<file path="config.mk">
export PLATFORM = sky130hd
export DESIGN_NAME = input_terminal_function_decoder
export DESIGN_NICKNAME = d
export VERILOG_FILES = /design/src/include/term_decode_pkg.sv /design/src/hw/input_terminal_function_decoder.sv /design/src/hw/select_settle.sv
export SDC_FILE = /design/constraint.sdc
export NUM_CORES = 2
export LEC_CHECK = 0
export ABC_CLOCK_PERIOD_IN_PS = 50700
export BUFFER_PORTS_ARGS = -buffer_cell sky130_fd_sc_hd__buf_2
export CAP_MARGIN = 20
export CORE_MARGIN = 3
export CORE_UTILIZATION = 35
export DETAILED_ROUTE_END_ITERATION = 16
export PLACE_DENSITY = 0.6
export SLEW_MARGIN = 25
export SYNTH_ARGS = -nofsm -noshare
export SYNTH_HDL_FRONTEND = slang
export SYNTH_SLANG_ARGS = --single-unit
</file>
<file path="constraint.sdc">
create_clock -name clock_i -period 50.7 [get_ports clock_i]
set_clock_uncertainty 0.2 [all_clocks]
set_input_delay 5.07 -clock clock_i [delete_from_list [all_inputs] [get_ports clock_i]]
set_output_delay 5.07 -clock clock_i [all_outputs]
set_load 0.01 [all_outputs]
</file>
<file path="src/include/term_decode_pkg.sv">
// Purpose: shared constants for the input terminal function decoder
// Assumes: AXI4-Lite with 32-bit data and byte addresses
// Notes: function codes are the documented decimal values written in hex
package term_decode_pkg;
  localparam int NUM_TERM = 8;
  localparam int NUM_SPEED = 16;
  localparam int NUM_ONEHOT = 7;
  localparam int FREQ_W = 16;
  localparam int ADDR_W = 8;

  // terminal function codes
  localparam logic [7:0] FN_BIN_SEL0 = 8'h02;
  localparam logic [7:0] FN_FAULT_RESET = 8'h12;
  localparam logic [7:0] FN_ONEHOT_SEL1 = 8'h20;
  localparam logic [7:0] FN_FORCE_TERM = 8'h33;
  localparam logic [7:0] FN_TORQUE_PERMIT = 8'h34;
  localparam logic [7:0] FN_ENERGY_CLEAR = 8'h35;
  localparam logic [7:0] FN_USER_SEQ1 = 8'h38;
  localparam logic [7:0] FN_ANALOG_HOLD = 8'h41;
  localparam logic [7:0] FN_POS_SEL0 = 8'h42;
  localparam logic [7:0] FN_HOME_LIMIT = 8'h45;
  localparam logic [7:0] FN_HOME_TRIGGER = 8'h46;
  localparam logic [7:0] FN_FWD_INHIBIT = 8'h47;
  localparam logic [7:0] FN_REV_INHIBIT = 8'h48;
  localparam logic [7:0] FN_SPEED_POS = 8'h49;
  localparam logic [7:0] FN_COUNT_PULSE = 8'h4a;
  localparam logic [7:0] FN_COUNT_CLEAR = 8'h4b;

  // setting encodings
  localparam logic [1:0] MS_BINARY = 2'h0;
  localparam logic [1:0] MS_BIT = 2'h1;
  localparam logic [1:0] POL_NC = 2'h1;
  localparam logic [1:0] FSRC_TERMINAL = 2'h1;

  // register byte offsets
  localparam logic [ADDR_W-1:0] REG_CTRL = 8'h00;
  localparam logic [ADDR_W-1:0] REG_POL = 8'h04;
  localparam logic [ADDR_W-1:0] REG_FUNC_LO = 8'h08;
  localparam logic [ADDR_W-1:0] REG_FUNC_HI = 8'h0c;
  localparam logic [ADDR_W-1:0] REG_SETTLE = 8'h10;
  localparam logic [ADDR_W-1:0] REG_LIMITS = 8'h14;
  localparam logic [ADDR_W-1:0] REG_STATUS = 8'h18;
  localparam logic [ADDR_W-1:0] REG_SPEED_BASE = 8'h40;
  localparam logic [ADDR_W-1:0] REG_SPEED_LAST = 8'h7c;

  // field layout
  localparam int CTRL_MODE_LSB = 0;
  localparam int CTRL_FSRC_LSB = 4;
  localparam int CTRL_REVERSIBLE_BIT = 8;
  localparam int CTRL_ABSPOS_BIT = 9;
  localparam int LIM_MAX_LSB = 16;
  localparam int STAT_INDEX_LSB = 12;
  localparam int STAT_REVERSE_BIT = 16;
  localparam logic [31:0] CTRL_MASK = 32'h0000_0333;
  localparam logic [31:0] POL_MASK = 32'h0003_ffff;
  localparam logic [31:0] SETTLE_MASK = 32'h0000_ffff;
  localparam logic [31:0] SPEED_MASK = 32'h0000_ffff;

  // reset values
  localparam logic [31:0] CTRL_RST = 32'h0000_0000;
  localparam logic [31:0] POL_RST = 32'h0000_0000;
  localparam logic [63:0] FUNC_RST = 64'h0000_0000_0000_0000;
  localparam logic [31:0] SETTLE_RST = 32'h0000_0000;
  localparam logic [31:0] LIMITS_RST = 32'hffff_0000;

  localparam logic [1:0] RESP_OKAY = 2'h0;
  localparam logic [1:0] RESP_SLVERR = 2'h2;
endpackage

</file>
<file path="src/hw/input_terminal_function_decoder.sv">
// Purpose: polarity correction, function routing and multispeed selection for the input terminals
// Assumes: terminal levels synchronous to clock_i, high meaning contact closed
// Notes: settings live in AXI4-Lite registers; function outputs lag the pins by two cycles, the binary speed index by four plus the settle delay
`timescale 1ns/1ps
// Behaviour
// RL1: codes 56 to 63 route a terminal to user sequence inputs one to eight.
// RL2: code 74 drives pulse counter count input, code 75 its clear.
// RL3: codes 66 to 68 select stored position bits; 73 switches speed/position.
// RL4: in absolute position mode, 69 is home limit, 70 home trigger.
// RL5: code 71 inhibits forward drive, code 72 inhibits reverse drive.
// RL6: code 65 holds the analog frequency command while asserted.
// RL7: code 53 clears the accumulated input energy value while asserted.
// RL8: code 52 permits the torque command input.
// RL9: code 51 forces terminal operation for run and frequency commands.
// RL10: normally-open reads active when closed; normally-closed active when open.
// RL11: each of nine terminals has polarity, 00 normally-open, 01 normally-closed.
// RL12: a terminal with the reset function is always normally-open.
// RL13: mode 00 selects binary selection over four inputs, sixteen speeds.
// RL14: mode 01 selects bit selection over seven inputs, eight speeds.
// RL15: speed frequency is zero or clamped between start and maximum frequency.
// RL16: terminal source with reversible analog reverses direction when sum below zero.
// RL17: binary codes 02 to 05 form the index, first select least significant.
// RL18: bit mode codes 32 to 38, lowest active wins, none means zero.
// RL19: binary index accepted only after inputs stable for the settle delay.
// RL20: levels sampled on the clock, polarity applied before decoding.
module input_terminal_function_decoder
  import term_decode_pkg::*;
#(
  parameter int SETTLE_W = 16
) (
  // system
  input wire logic clock_i,
  input wire logic reset_i,
  // axi4-lite slave
  input wire logic [ADDR_W-1:0] s_axi_awaddr_i,
  input wire logic s_axi_awvalid_i,
  output logic s_axi_awready_o,
  input wire logic [31:0] s_axi_wdata_i,
  input wire logic [3:0] s_axi_wstrb_i,
  input wire logic s_axi_wvalid_i,
  output logic s_axi_wready_o,
  output logic [1:0] s_axi_bresp_o,
  output logic s_axi_bvalid_o,
  input wire logic s_axi_bready_i,
  input wire logic [ADDR_W-1:0] s_axi_araddr_i,
  input wire logic s_axi_arvalid_i,
  output logic s_axi_arready_o,
  output logic [31:0] s_axi_rdata_o,
  output logic [1:0] s_axi_rresp_o,
  output logic s_axi_rvalid_o,
  input wire logic s_axi_rready_i,
  // terminal pins and auxiliary frequency
  input wire logic [NUM_TERM-1:0] terminal_i,
  input wire logic forward_terminal_i,
  input wire logic signed [FREQ_W-1:0] aux_freq_i,
  // decoded functions
  output logic [NUM_TERM-1:0] user_seq_input_o,
  output logic count_pulse_in_o,
  output logic count_clear_in_o,
  output logic [2:0] pos_select_o,
  output logic speed_position_switch_o,
  output logic home_limit_in_o,
  output logic home_trigger_in_o,
  output logic fwd_drive_inhibit_o,
  output logic rev_drive_inhibit_o,
  output logic analog_cmd_hold_o,
  output logic energy_total_clear_o,
  output logic torque_cmd_permit_o,
  output logic force_terminal_op_o,
  output logic fault_reset_in_o,
  output logic forward_run_in_o,
  // speed selection
  output logic [3:0] speed_index_o,
  output logic [FREQ_W-1:0] speed_freq_o,
  output logic direction_reverse_o
);

  function automatic logic fn_active(input logic [7:0] code, input logic [63:0] funcs,
                                     input logic [NUM_TERM-1:0] lv);
    logic hit;
    hit = 1'b0;
    for (int i = 0; i < NUM_TERM; i++) begin
      if (funcs[8*i +: 8] == code && lv[i]) begin
        hit = 1'b1;
      end
    end
    return hit;
  endfunction

  function automatic logic addr_mapped(input logic [ADDR_W-1:0] a);
    return a[1:0] == 2'h0 && (a <= REG_STATUS || (a >= REG_SPEED_BASE && a <= REG_SPEED_LAST));
  endfunction

  function automatic logic [31:0] apply_strb(input logic [31:0] old, input logic [31:0] wd,
                                             input logic [3:0] strb);
    logic [31:0] r;
    r = old;
    for (int b = 0; b < 4; b++) begin
      if (strb[b]) begin
        r[8*b +: 8] = wd[8*b +: 8];
      end
    end
    return r;
  endfunction

  // settings
  logic [31:0] ctrl_cfg, pol_cfg, settle_cfg, limits_cfg;
  logic [63:0] func_cfg;
  logic [FREQ_W-1:0] speed_freq [NUM_SPEED];
  logic [31:0] next_ctrl, next_pol, next_settle, next_limits;
  logic [63:0] next_func;
  logic [FREQ_W-1:0] next_speed_freq [NUM_SPEED];
  // bus
  logic wr_fire, rd_fire;
  logic next_bvalid, next_rvalid;
  logic [1:0] next_bresp, next_rresp;
  logic [31:0] next_rdata, status_word;

  assign wr_fire = s_axi_awvalid_i && s_axi_wvalid_i && !s_axi_bvalid_o;
  assign s_axi_awready_o = s_axi_awvalid_i && s_axi_wvalid_i && !s_axi_bvalid_o;
  assign s_axi_wready_o = s_axi_awvalid_i && s_axi_wvalid_i && !s_axi_bvalid_o;
  assign rd_fire = s_axi_arvalid_i && !s_axi_rvalid_o;
  assign s_axi_arready_o = !s_axi_rvalid_o;

  always_comb begin
    next_ctrl = ctrl_cfg;
    next_pol = pol_cfg;
    next_settle = settle_cfg;
    next_limits = limits_cfg;
    next_func = func_cfg;
    next_speed_freq = speed_freq;
    next_bvalid = s_axi_bvalid_o && !s_axi_bready_i;
    next_bresp = s_axi_bresp_o;
    if (wr_fire) begin
      next_bvalid = 1'b1;
      next_bresp = addr_mapped(s_axi_awaddr_i) ? RESP_OKAY : RESP_SLVERR;
      unique case (s_axi_awaddr_i)
        REG_CTRL: next_ctrl = apply_strb(ctrl_cfg, s_axi_wdata_i, s_axi_wstrb_i) & CTRL_MASK;
        REG_POL: next_pol = apply_strb(pol_cfg, s_axi_wdata_i, s_axi_wstrb_i) & POL_MASK;
        REG_FUNC_LO: next_func[31:0] = apply_strb(func_cfg[31:0], s_axi_wdata_i, s_axi_wstrb_i);
        REG_FUNC_HI: next_func[63:32] = apply_strb(func_cfg[63:32], s_axi_wdata_i, s_axi_wstrb_i);
        REG_SETTLE: next_settle = apply_strb(settle_cfg, s_axi_wdata_i, s_axi_wstrb_i) & SETTLE_MASK;
        REG_LIMITS: next_limits = apply_strb(limits_cfg, s_axi_wdata_i, s_axi_wstrb_i);
        default: begin
          if (addr_mapped(s_axi_awaddr_i) && s_axi_awaddr_i >= REG_SPEED_BASE) begin
            next_speed_freq[s_axi_awaddr_i[5:2]] = FREQ_W'(apply_strb(
              {16'h0000, speed_freq[s_axi_awaddr_i[5:2]]}, s_axi_wdata_i, s_axi_wstrb_i) & SPEED_MASK);
          end
        end
      endcase
    end
  end

  always_comb begin
    next_rvalid = s_axi_rvalid_o && !s_axi_rready_i;
    next_rdata = s_axi_rdata_o;
    next_rresp = s_axi_rresp_o;
    if (rd_fire) begin
      next_rvalid = 1'b1;
      next_rresp = addr_mapped(s_axi_araddr_i) ? RESP_OKAY : RESP_SLVERR;
      unique case (s_axi_araddr_i)
        REG_CTRL: next_rdata = ctrl_cfg;
        REG_POL: next_rdata = pol_cfg;
        REG_FUNC_LO: next_rdata = func_cfg[31:0];
        REG_FUNC_HI: next_rdata = func_cfg[63:32];
        REG_SETTLE: next_rdata = settle_cfg;
        REG_LIMITS: next_rdata = limits_cfg;
        REG_STATUS: next_rdata = status_word;
        default: begin
          next_rdata = 32'h0000_0000;
          if (addr_mapped(s_axi_araddr_i)) begin
            next_rdata = {16'h0000, speed_freq[s_axi_araddr_i[5:2]]};
          end
        end
      endcase
    end
  end

  always_ff @(posedge clock_i or posedge reset_i) begin
    if (reset_i) begin
      ctrl_cfg <= CTRL_RST;
      pol_cfg <= POL_RST;
      settle_cfg <= SETTLE_RST;
      limits_cfg <= LIMITS_RST;
      func_cfg <= FUNC_RST;
      speed_freq <= '{default: '0};
      s_axi_bvalid_o <= 1'b0;
      s_axi_bresp_o <= RESP_OKAY;
      s_axi_rvalid_o <= 1'b0;
      s_axi_rdata_o <= 32'h0000_0000;
      s_axi_rresp_o <= RESP_OKAY;
    end else begin
      ctrl_cfg <= next_ctrl;
      pol_cfg <= next_pol;
      settle_cfg <= next_settle;
      limits_cfg <= next_limits;
      func_cfg <= next_func;
      speed_freq <= next_speed_freq;
      s_axi_bvalid_o <= next_bvalid;
      s_axi_bresp_o <= next_bresp;
      s_axi_rvalid_o <= next_rvalid;
      s_axi_rdata_o <= next_rdata;
      s_axi_rresp_o <= next_rresp;
    end
  end

  // terminal sampling and polarity
  logic [NUM_TERM:0] term_raw;
  logic [NUM_TERM-1:0] level;
  logic [NUM_TERM-1:0] reset_mask;
  logic fwd_level;
  logic [3:0] bin_idx, settled_idx, onehot_idx, next_index;
  logic [NUM_ONEHOT-1:0] onehot_sel;
  logic [FREQ_W-1:0] start_freq, max_freq, raw_freq, next_freq;
  logic signed [FREQ_W+1:0] freq_sum;
  logic next_reverse;
  logic [1:0] ms_mode;

  always_ff @(posedge clock_i or posedge reset_i) begin
    if (reset_i) begin
      term_raw <= '0;
    end else begin
      term_raw <= {forward_terminal_i, terminal_i}; // RL20
    end
  end

  always_comb begin
    for (int i = 0; i < NUM_TERM; i++) begin
      reset_mask[i] = func_cfg[8*i +: 8] == FN_FAULT_RESET;
      // reset-assigned terminal ignores its polarity setting
      level[i] = term_raw[i] ^ (pol_cfg[2*i +: 2] == POL_NC && !reset_mask[i]); // RL10 RL11 RL12
    end
    fwd_level = term_raw[NUM_TERM] ^ (pol_cfg[2*NUM_TERM +: 2] == POL_NC); // RL10 RL11
  end

  assign ms_mode = ctrl_cfg[CTRL_MODE_LSB +: 2];
  assign start_freq = limits_cfg[FREQ_W-1:0];
  assign max_freq = limits_cfg[LIM_MAX_LSB +: FREQ_W];

  always_comb begin
    for (int k = 0; k < 4; k++) begin
      bin_idx[k] = fn_active(8'(FN_BIN_SEL0 + k), func_cfg, level); // RL17
    end
    for (int k = 0; k < NUM_ONEHOT; k++) begin
      onehot_sel[k] = fn_active(8'(FN_ONEHOT_SEL1 + k), func_cfg, level);
    end
    onehot_idx = 4'h0;
    for (int k = NUM_ONEHOT - 1; k >= 0; k--) begin
      if (onehot_sel[k]) begin
        onehot_idx = 4'(k + 1); // RL18
      end
    end
  end

  select_settle #(.IDX_W(4), .SETTLE_W(SETTLE_W)) u_settle (
    .clock_i(clock_i),
    .reset_i(reset_i),
    .sample_i(bin_idx),
    .delay_i(settle_cfg[SETTLE_W-1:0]), // RL19
    .settled_o(settled_idx)
  );

  always_comb begin
    // bit mode is not debounced; only binary combinations can glitch through codes
    next_index = (ms_mode == MS_BIT) ? onehot_idx : settled_idx; // RL13 RL14
    raw_freq = speed_freq[next_index];
    next_freq = raw_freq;
    if (raw_freq != '0 && raw_freq < start_freq) begin
      next_freq = start_freq; // RL15
    end
    if (raw_freq > max_freq) begin
      next_freq = max_freq; // RL15
    end
    freq_sum = $signed({2'b00, next_freq}) + (FREQ_W+2)'(aux_freq_i);
    next_reverse = ctrl_cfg[CTRL_FSRC_LSB +: 2] == FSRC_TERMINAL && ctrl_cfg[CTRL_REVERSIBLE_BIT]
                   && freq_sum < 0; // RL16
  end

  always_comb begin
    status_word = 32'h0000_0000;
    status_word[NUM_TERM:0] = {fwd_level, level};
    status_word[STAT_INDEX_LSB +: 4] = speed_index_o;
    status_word[STAT_REVERSE_BIT] = direction_reverse_o;
  end

  always_ff @(posedge clock_i or posedge reset_i) begin
    if (reset_i) begin
      user_seq_input_o <= '0;
      count_pulse_in_o <= 1'b0;
      count_clear_in_o <= 1'b0;
      pos_select_o <= 3'h0;
      speed_position_switch_o <= 1'b0;
      home_limit_in_o <= 1'b0;
      home_trigger_in_o <= 1'b0;
      fwd_drive_inhibit_o <= 1'b0;
      rev_drive_inhibit_o <= 1'b0;
      analog_cmd_hold_o <= 1'b0;
      energy_total_clear_o <= 1'b0;
      torque_cmd_permit_o <= 1'b0;
      force_terminal_op_o <= 1'b0;
      fault_reset_in_o <= 1'b0;
      forward_run_in_o <= 1'b0;
      speed_index_o <= 4'h0;
      speed_freq_o <= '0;
      direction_reverse_o <= 1'b0;
    end else begin
      for (int k = 0; k < NUM_TERM; k++) begin
        user_seq_input_o[k] <= fn_active(8'(FN_USER_SEQ1 + k), func_cfg, level); // RL1
      end
      count_pulse_in_o <= fn_active(FN_COUNT_PULSE, func_cfg, level); // RL2
      count_clear_in_o <= fn_active(FN_COUNT_CLEAR, func_cfg, level); // RL2
      for (int k = 0; k < 3; k++) begin
        pos_select_o[k] <= fn_active(8'(FN_POS_SEL0 + k), func_cfg, level); // RL3
      end
      speed_position_switch_o <= fn_active(FN_SPEED_POS, func_cfg, level); // RL3
      home_limit_in_o <= ctrl_cfg[CTRL_ABSPOS_BIT] && fn_active(FN_HOME_LIMIT, func_cfg, level); // RL4
      home_trigger_in_o <= ctrl_cfg[CTRL_ABSPOS_BIT] && fn_active(FN_HOME_TRIGGER, func_cfg, level); // RL4
      fwd_drive_inhibit_o <= fn_active(FN_FWD_INHIBIT, func_cfg, level); // RL5
      rev_drive_inhibit_o <= fn_active(FN_REV_INHIBIT, func_cfg, level); // RL5
      analog_cmd_hold_o <= fn_active(FN_ANALOG_HOLD, func_cfg, level); // RL6
      energy_total_clear_o <= fn_active(FN_ENERGY_CLEAR, func_cfg, level); // RL7
      torque_cmd_permit_o <= fn_active(FN_TORQUE_PERMIT, func_cfg, level); // RL8
      force_terminal_op_o <= fn_active(FN_FORCE_TERM, func_cfg, level); // RL9
      fault_reset_in_o <= fn_active(FN_FAULT_RESET, func_cfg, level);
      forward_run_in_o <= fwd_level;
      speed_index_o <= next_index;
      speed_freq_o <= next_freq;
      direction_reverse_o <= next_reverse;
    end
  end
endmodule

</file>
<file path="src/hw/select_settle.sv">
// Purpose: holds back a new binary speed index until it has stayed stable
// Assumes: delay counted in clock_i cycles
// Notes: a delay of zero still costs two cycles from input change to output
`timescale 1ns/1ps
module select_settle #(
  parameter int IDX_W = 4,
  parameter int SETTLE_W = 16
) (
  // system
  input wire logic clock_i,
  input wire logic reset_i,
  // index in and settle time
  input wire logic [IDX_W-1:0] sample_i,
  input wire logic [SETTLE_W-1:0] delay_i,
  // accepted index
  output logic [IDX_W-1:0] settled_o
);
  logic [IDX_W-1:0] last;
  logic [SETTLE_W-1:0] count;
  logic [IDX_W-1:0] next_last;
  logic [SETTLE_W-1:0] next_count;
  logic [IDX_W-1:0] next_settled;

  always_comb begin
    next_last = sample_i;
    next_count = count;
    next_settled = settled_o;
    if (sample_i != last) begin
      next_count = '0;
    end else if (count < delay_i) begin
      next_count = count + SETTLE_W'(1);
    end else begin
      next_settled = last;
    end
  end

  always_ff @(posedge clock_i or posedge reset_i) begin
    if (reset_i) begin
      last <= '0;
      count <= '0;
      settled_o <= '0;
    end else begin
      last <= next_last;
      count <= next_count;
      settled_o <= next_settled;
    end
  end
endmodule

</file>
After elaboration in Yosys (flattened, before gate mapping)
Index checks and enable logic that the tools add are counted.
{"block": "op_classes", "add_sub_neg": 2, "n_lt_le_gt_ge": 14, "eq_ne": 295, "muxes": 310, "bitwise_logic": 15, "n_reduce_logical": 338}
{"cell": "8-bit by 6-bit == test with 1-bit output (second input constant)", "n": 144}
{"cell": "8-bit by 7-bit == test with 1-bit output (second input constant)", "n": 88}
{"cell": "1-bit logical AND", "n": 296}
{"cell": "1-bit two-way mux", "n": 274}
{"cell": "256-bit bitwise mux", "n": 1}
{"cell": "32-bit case mux with 7 select lines", "n": 1}
{"cell": "16-bit binary-select mux with 4-bit select", "n": 3}
{"cell": "16-bit two-way mux", "n": 12}
{"cell": "8-bit by 3-bit == test with 1-bit output (second input constant)", "n": 18}
{"cell": "8-bit by 2-bit == test with 1-bit output (second input constant)", "n": 16}
{"cell": "8-bit by 5-bit == test with 1-bit output (second input constant)", "n": 13}
{"cell": "16-bit demux with 4-bit select", "n": 1}
{"cell": "8-bit two-way mux", "n": 8}
{"cell": "3-bit AND reduction", "n": 20}
{"cell": "8-bit by 4-bit == test with 1-bit output (second input constant)", "n": 4}
{"cell": "16-bit less-than comparator", "n": 2}
{"cell": "4-bit two-way mux", "n": 7}
{"cell": "2-bit by 1-bit == test with 1-bit output (second input constant)", "n": 11}
{"cell": "17-bit by 16-bit adder with 18-bit output", "n": 1}
{"cell": "18-bit by 1-bit less-than comparator with 1-bit output (second input constant)", "n": 1}
{"cell": "16-bit by 1-bit adder with 16-bit output (second input constant)", "n": 1}
{"cell": "8-bit by 7-bit >= comparator with 1-bit output (second input constant)", "n": 2}
{"cell": "16-bit greater-than comparator", "n": 1}
{"cell": "8-bit by 5-bit less-or-equal comparator with 1-bit output (second input constant)", "n": 2}
{"cell": "17 further kinds", "n": 47}
{"block": "word_totals", "reg_bits": 508, "input_bits": 84}

Longest topological paths before layout
{"block": "logic_depth", "word_depth": 32, "mapped_depth": 48, "mapped_depth_nobuf": 41}

Cells and area by module
From an unflattened synthesis, not the netlist that was laid out.
{"block": "unflattened", "cells_unflattened": 3025, "area_unflattened_um2": 30315.3}
{"module": "input_terminal_function_decoder", "n_inst": 1, "cells_per_inst": 2865, "area_each_um2": 28813.9}
{"module": "select_settle", "n_inst": 1, "cells_per_inst": 160, "area_each_um2": 1501.4}

Worst setup path after synthesis
Ideal clock, no wire load.
{"block": "synth_path", "kind": "input -> output", "from": "input port s_axi_awvalid_i", "to": "output port s_axi_wready_o", "arrival_time_ps": 5801, "required_time_ps": 45430, "path_slack_ps": 39629, "path_stages": 4, "cell_sequence": "nand2_1 -> nor2_1 -> clkbuf_1 -> buf_4"}
{"block": "synth_between", "elab_chain_cells": 2}
{"element": "start, declared", "line_no": "input_terminal_function_decoder.sv:36", "text": "input wire logic s_axi_awvalid_i,"}
{"element": "1-bit logical AND (2 in a row)"}
{"element": "end, declared", "line_no": "input_terminal_function_decoder.sv:41", "text": "output logic s_axi_wready_o,"}
No other way between the ends.

Worst setup path in the final report
{"block": "layout_path", "from": "input port s_axi_awvalid_i", "to": "output port s_axi_awready_o"}
{"block": "layout_between", "elab_chain_cells": 2}
{"element": "1-bit logical AND (2 in a row)", "line_no": "input_terminal_function_decoder.sv:120", "text": "assign s_axi_awready_o = s_axi_awvalid_i && s_axi_wvalid_i && !s_axi_bvalid_o;"}
{"element": "end, declared", "line_no": "input_terminal_function_decoder.sv:37", "text": "output logic s_axi_awready_o,"}
No other way between the ends.

==> results.yml <==
synth:
  synthesized_area_fraction_occupied_by_ao_oa_aoi_and_oai_cells: 0.1690
  synth.mux.area_fraction: 0.1905
  yosys.area_share.simple: 0.1520
  synth_enable_flop_cells: 0
  synthDistinctLibCells: 96
  yosysWarnings: 0
  synthXorXnorAreaFrac: 0.009955
  syn_inst: 2998
  synthFlopType: "dfrtp_1"
  ys_async_sr_fraction: 1.000
  yosys_register_bits: 506
  post_synth_fa_ha_maj_area_fraction: 0.02489
  synth_top_family_by_area: "multiplexers"
  synth_area_um2: 30670
  seq_area_frac_synth: 0.4135
  synthesis.area_per_instance_um2: 10.23
placement:
  post-place-cells: 4177
  gp_congestion: 1.009
  port_buffers: 167
  detailed_place_hpwl_um: 87460
sta:
  fin_tns_setup_ps: 0
  max_freq_ghz: 0.08981
  grt_setup_unrepaired: "false"
  final_min_period_over_clock_period: 0.2196
  timing_hold_violations_final: 0
  min_cycle_time_layout_ps: 11130
  timing_worst_slew_pin_value_ps: 1117
  final-max-slew-violation-count: 0
  slew-limit-headroom: 0.2494
  finalSetupViolCount: 0
power:
  leakagePower_nw: 14.88
  p_sw_uw: 279.7
  power.share.sequential: 0.436
  clock_power_share: 0.422
  combinationalPowerShare: 0.142
  vdd.ir_drop.worst_mv: 0.02584
  intPower_uw: 712.8
  power-per-cell-area_nw_per_um2: 28.68
  sw_frac_of_total: 0.2818
clock_network:
  post_cts_hold_buffer_count: 0
  clock_sinks: 506
  clk_pin_slew_ps: 60
  clock_path_buffers: 3
  cts_tree: "done"
  htreeDepth: 2
  cts_post_setup_buffers_inserted: 0
  clockRootBuffer: "clkbuf_16"
  clkLatencyLatePin_ps: 640
  cts_buffers: 56
  post_cts.resized_instances: 0
status:
  run_status: "complete, no violations"
finish:
  finish.cell_count_without_fillers: 4281
  layout.nets: 3236
  syn_to_final_growth_pct: 12.86
  ff_latch_area_um2: 12680
  final_cell_mix: "dfrtp_1 (490), nor2_1 (359), a21oi_1 (298)"
  layout.cells.most_common: "dfrtp_1"
  nFillCells: 8487
  multi_input_area_um2: 16890
  post_route_cells_drive_above_1_share: 0.2337
floorplanning:
  num_io_pins: 170
  floorplan_die_area_um2: 91210
  placementRows: 107
  placeableCoreArea_um2: 86080
  die-height_um: 302.0
  die_w_um: 302.0
  initial_utilization: 0.3562
global_routing:
  largest_net_degree_at_the_start_of_global_routing: 141
  wire_length_of_the_first_global_routing_pass_um: 180300
  number_of_global_route_vias_before_repair: 25790
  overflow: 0
  initial_antenna_violation_count: 9
  globalRouteTotalUtil: 0.2691
worst_setup_path:
  critical_path_arrival_ps: 5860
  required_ps: 45430
  criticalPathCategory: "input port to output pin"
  timing.critical_path.from: "s_axi_awvalid_i"
  worstSetupEndpointType: "output pin"
  beginning_of_the_worst_register_to_register_path: "func_cfg[62]$_DFFE_PP0P_"
  cp-start-kind: "input port"
  worst-path-max-fanout: 14
route:
  drt_iter0_markers: 3511
  detail_route.wirelength.met1_um: 48390
  highest_layer: "met5"
  detail-route-antenna-nets: 0
  routed_via_density: 6.279
  route.final.wire_length_um: 124400
  drc: 0
  detailroute.wirelength.met2_um: 56660
  num_vias: 26880
  routed-wl-met3_um: 11430
  drt_first_pass_iters: 6
  routed_wire_length_per_instance_um: 29.07
hold_path:
  min-delay-path-class: "flop to flop"
  hold_path_startpoint: "s_axi_rdata_o[27]$_DFFE_PP0P_"
run:
  maxcap_viol_count: 0
[metrics by stage]
step	worst slack (ps)	instance area (µm²)	power [mW]	hold WS (ps)	util
final	39570	34610	0.9925	272.7	0.4021
after global routing	39510	34600	1.027	296.6	0.4020
after CTS	39550	34580	0.9967	280.9	0.4017
after detailed placement	39550	32740	0.5790	267.5	0.3803
after global placement	39570	32730	0.5769	258.2	0.3802
after floorplan	31330	30670	0.5356	243.5	-
[critical path: stages]
cell	delay [ps]
buf_2	70
nand2_1	70
nor2_2	150
buf_4	300
buf_2	190
[metal layers]
layer | global-route usage | up-vias
met4 | 0.1482 | 6
li1 | - | 11540
met3 | 0.05024 | 366
met5 | 0 | -
met2 | 0.4241 | 1596
met1 | 0.3505 | 13380
[synthesized netlist by cell type (11+ instances only)]
| master | number | share of area |
|---|---|---|
| inv_1 | 85 | 0.010 |
| nor4_1 | 36 | 0.0073 |
| nor2b_1 | 45 | 0.0092 |
| a22oi_1 | 27 | 0.0066 |
| mux2i_1 | 57 | 0.019 |
| o21ai_1 | 15 | 0.0024 |
| nand3b_1 | 11 | 0.0027 |
| nand4_1 | 30 | 0.0061 |
| a222oi_1 | 29 | 0.0095 |
| o21ai_0 | 73 | 0.012 |
| o211ai_1 | 23 | 0.0056 |
| o22ai_1 | 41 | 0.0084 |
| a221oi_1 | 22 | 0.0063 |
| mux4_2 | 162 | 0.12 |
| a21o_1 | 16 | 0.0039 |
| buf_2 | 21 | 0.0034 |
| a311oi_1 | 13 | 0.0037 |
| nand3_1 | 62 | 0.010 |
| mux2_2 | 144 | 0.053 |
| a221o_1 | 12 | 0.0039 |
| dfrtp_1 | 490 | 0.40 |
| nor2_1 | 376 | 0.046 |
| o2111ai_1 | 12 | 0.0034 |
| nand2b_1 | 42 | 0.0086 |
| nor3_1 | 74 | 0.012 |
| a31oi_1 | 16 | 0.0033 |
| dfstp_2 | 16 | 0.014 |
| o311ai_0 | 11 | 0.0031 |
| and2_1 | 13 | 0.0027 |
| clkbuf_1 | 153 | 0.019 |
| o31ai_1 | 11 | 0.0027 |
| a211oi_1 | 66 | 0.016 |
| nand2_1 | 188 | 0.023 |
| or3_1 | 13 | 0.0027 |
| o311a_1 | 28 | 0.0091 |
| xor2_1 | 15 | 0.0043 |
| ha_1 | 61 | 0.025 |
| buf_1 | 21 | 0.0026 |
| a21oi_1 | 299 | 0.049 |
| xnor2_1 | 18 | 0.0051 |
[state kept, by name, summed over array words and instances, names as in the netlist, 3 cells and up]
register	count
func_cfg	64
s_axi_rdata_o	32
u_settle.last	4
speed_index_o	4
ctrl_cfg	6
pol_cfg	18
speed_freq	256
pos_select_o	3
user_seq_input_o	8
u_settle.settled_o	4
settle_cfg	16
speed_freq_o	16
limits_cfg	32
u_settle.count	16
term_raw	9
[cell families (layout without fill, tap and decap cells)]
logic type,after synthesis,after routing
mux,363,363
buf+inv,296,429
xor+xnor,34,34
flops,506,506
simple gates,960,960
other cells,1,7
compound gates,777,777
fa+ha+maj,61,61
[final timing paths]
kind	depth (start not counted)	to	slack, ps
setup / recovery	5	s_axi_awready_o	39570
hold / removal	2	s_axi_rdata_o[27]$_DFFE_PP0P_	270
max in group asynchronous	5	u_settle.count[0]$_DFFE_PP0N_	43140
hold reg to reg	2	s_axi_rdata_o[27]$_DFFE_PP0P_	270
setup reg to reg	45	direction_reverse_o$_DFF_PP0_	40140
min in group asynchronous	2	speed_freq[61]$_DFFE_PP0P_	4390
[power by group through the flow]
stage	clock [mW]	combinational, mW	sequential, mW
3_5_place_dp	0	0.140	0.439
4_1_cts	0.424	0.141	0.432
5_1_grt	0.440	0.154	0.434
2_1_floorplan	0	0.101	0.434
3_3_place_gp	0	0.139	0.438
6_report	0.419	0.141	0.432
[area by class of cell]
| class | instances | share of cell area |
|---|---|---|
| diodes | 5 | 0.0003615 |
| clock buffers | 75 | 0.04548 |
| clock inverters | 24 | 0.007628 |
| inverters | 88 | 0.009978 |
| multi-input cells | 2197 | 0.4880 |
| flip-flops and latches | 506 | 0.3664 |
| well taps | 1144 | 0.04136 |
| repair buffers | 242 | 0.04081 |
Note: power is estimated with default switching activity, not from simulation.
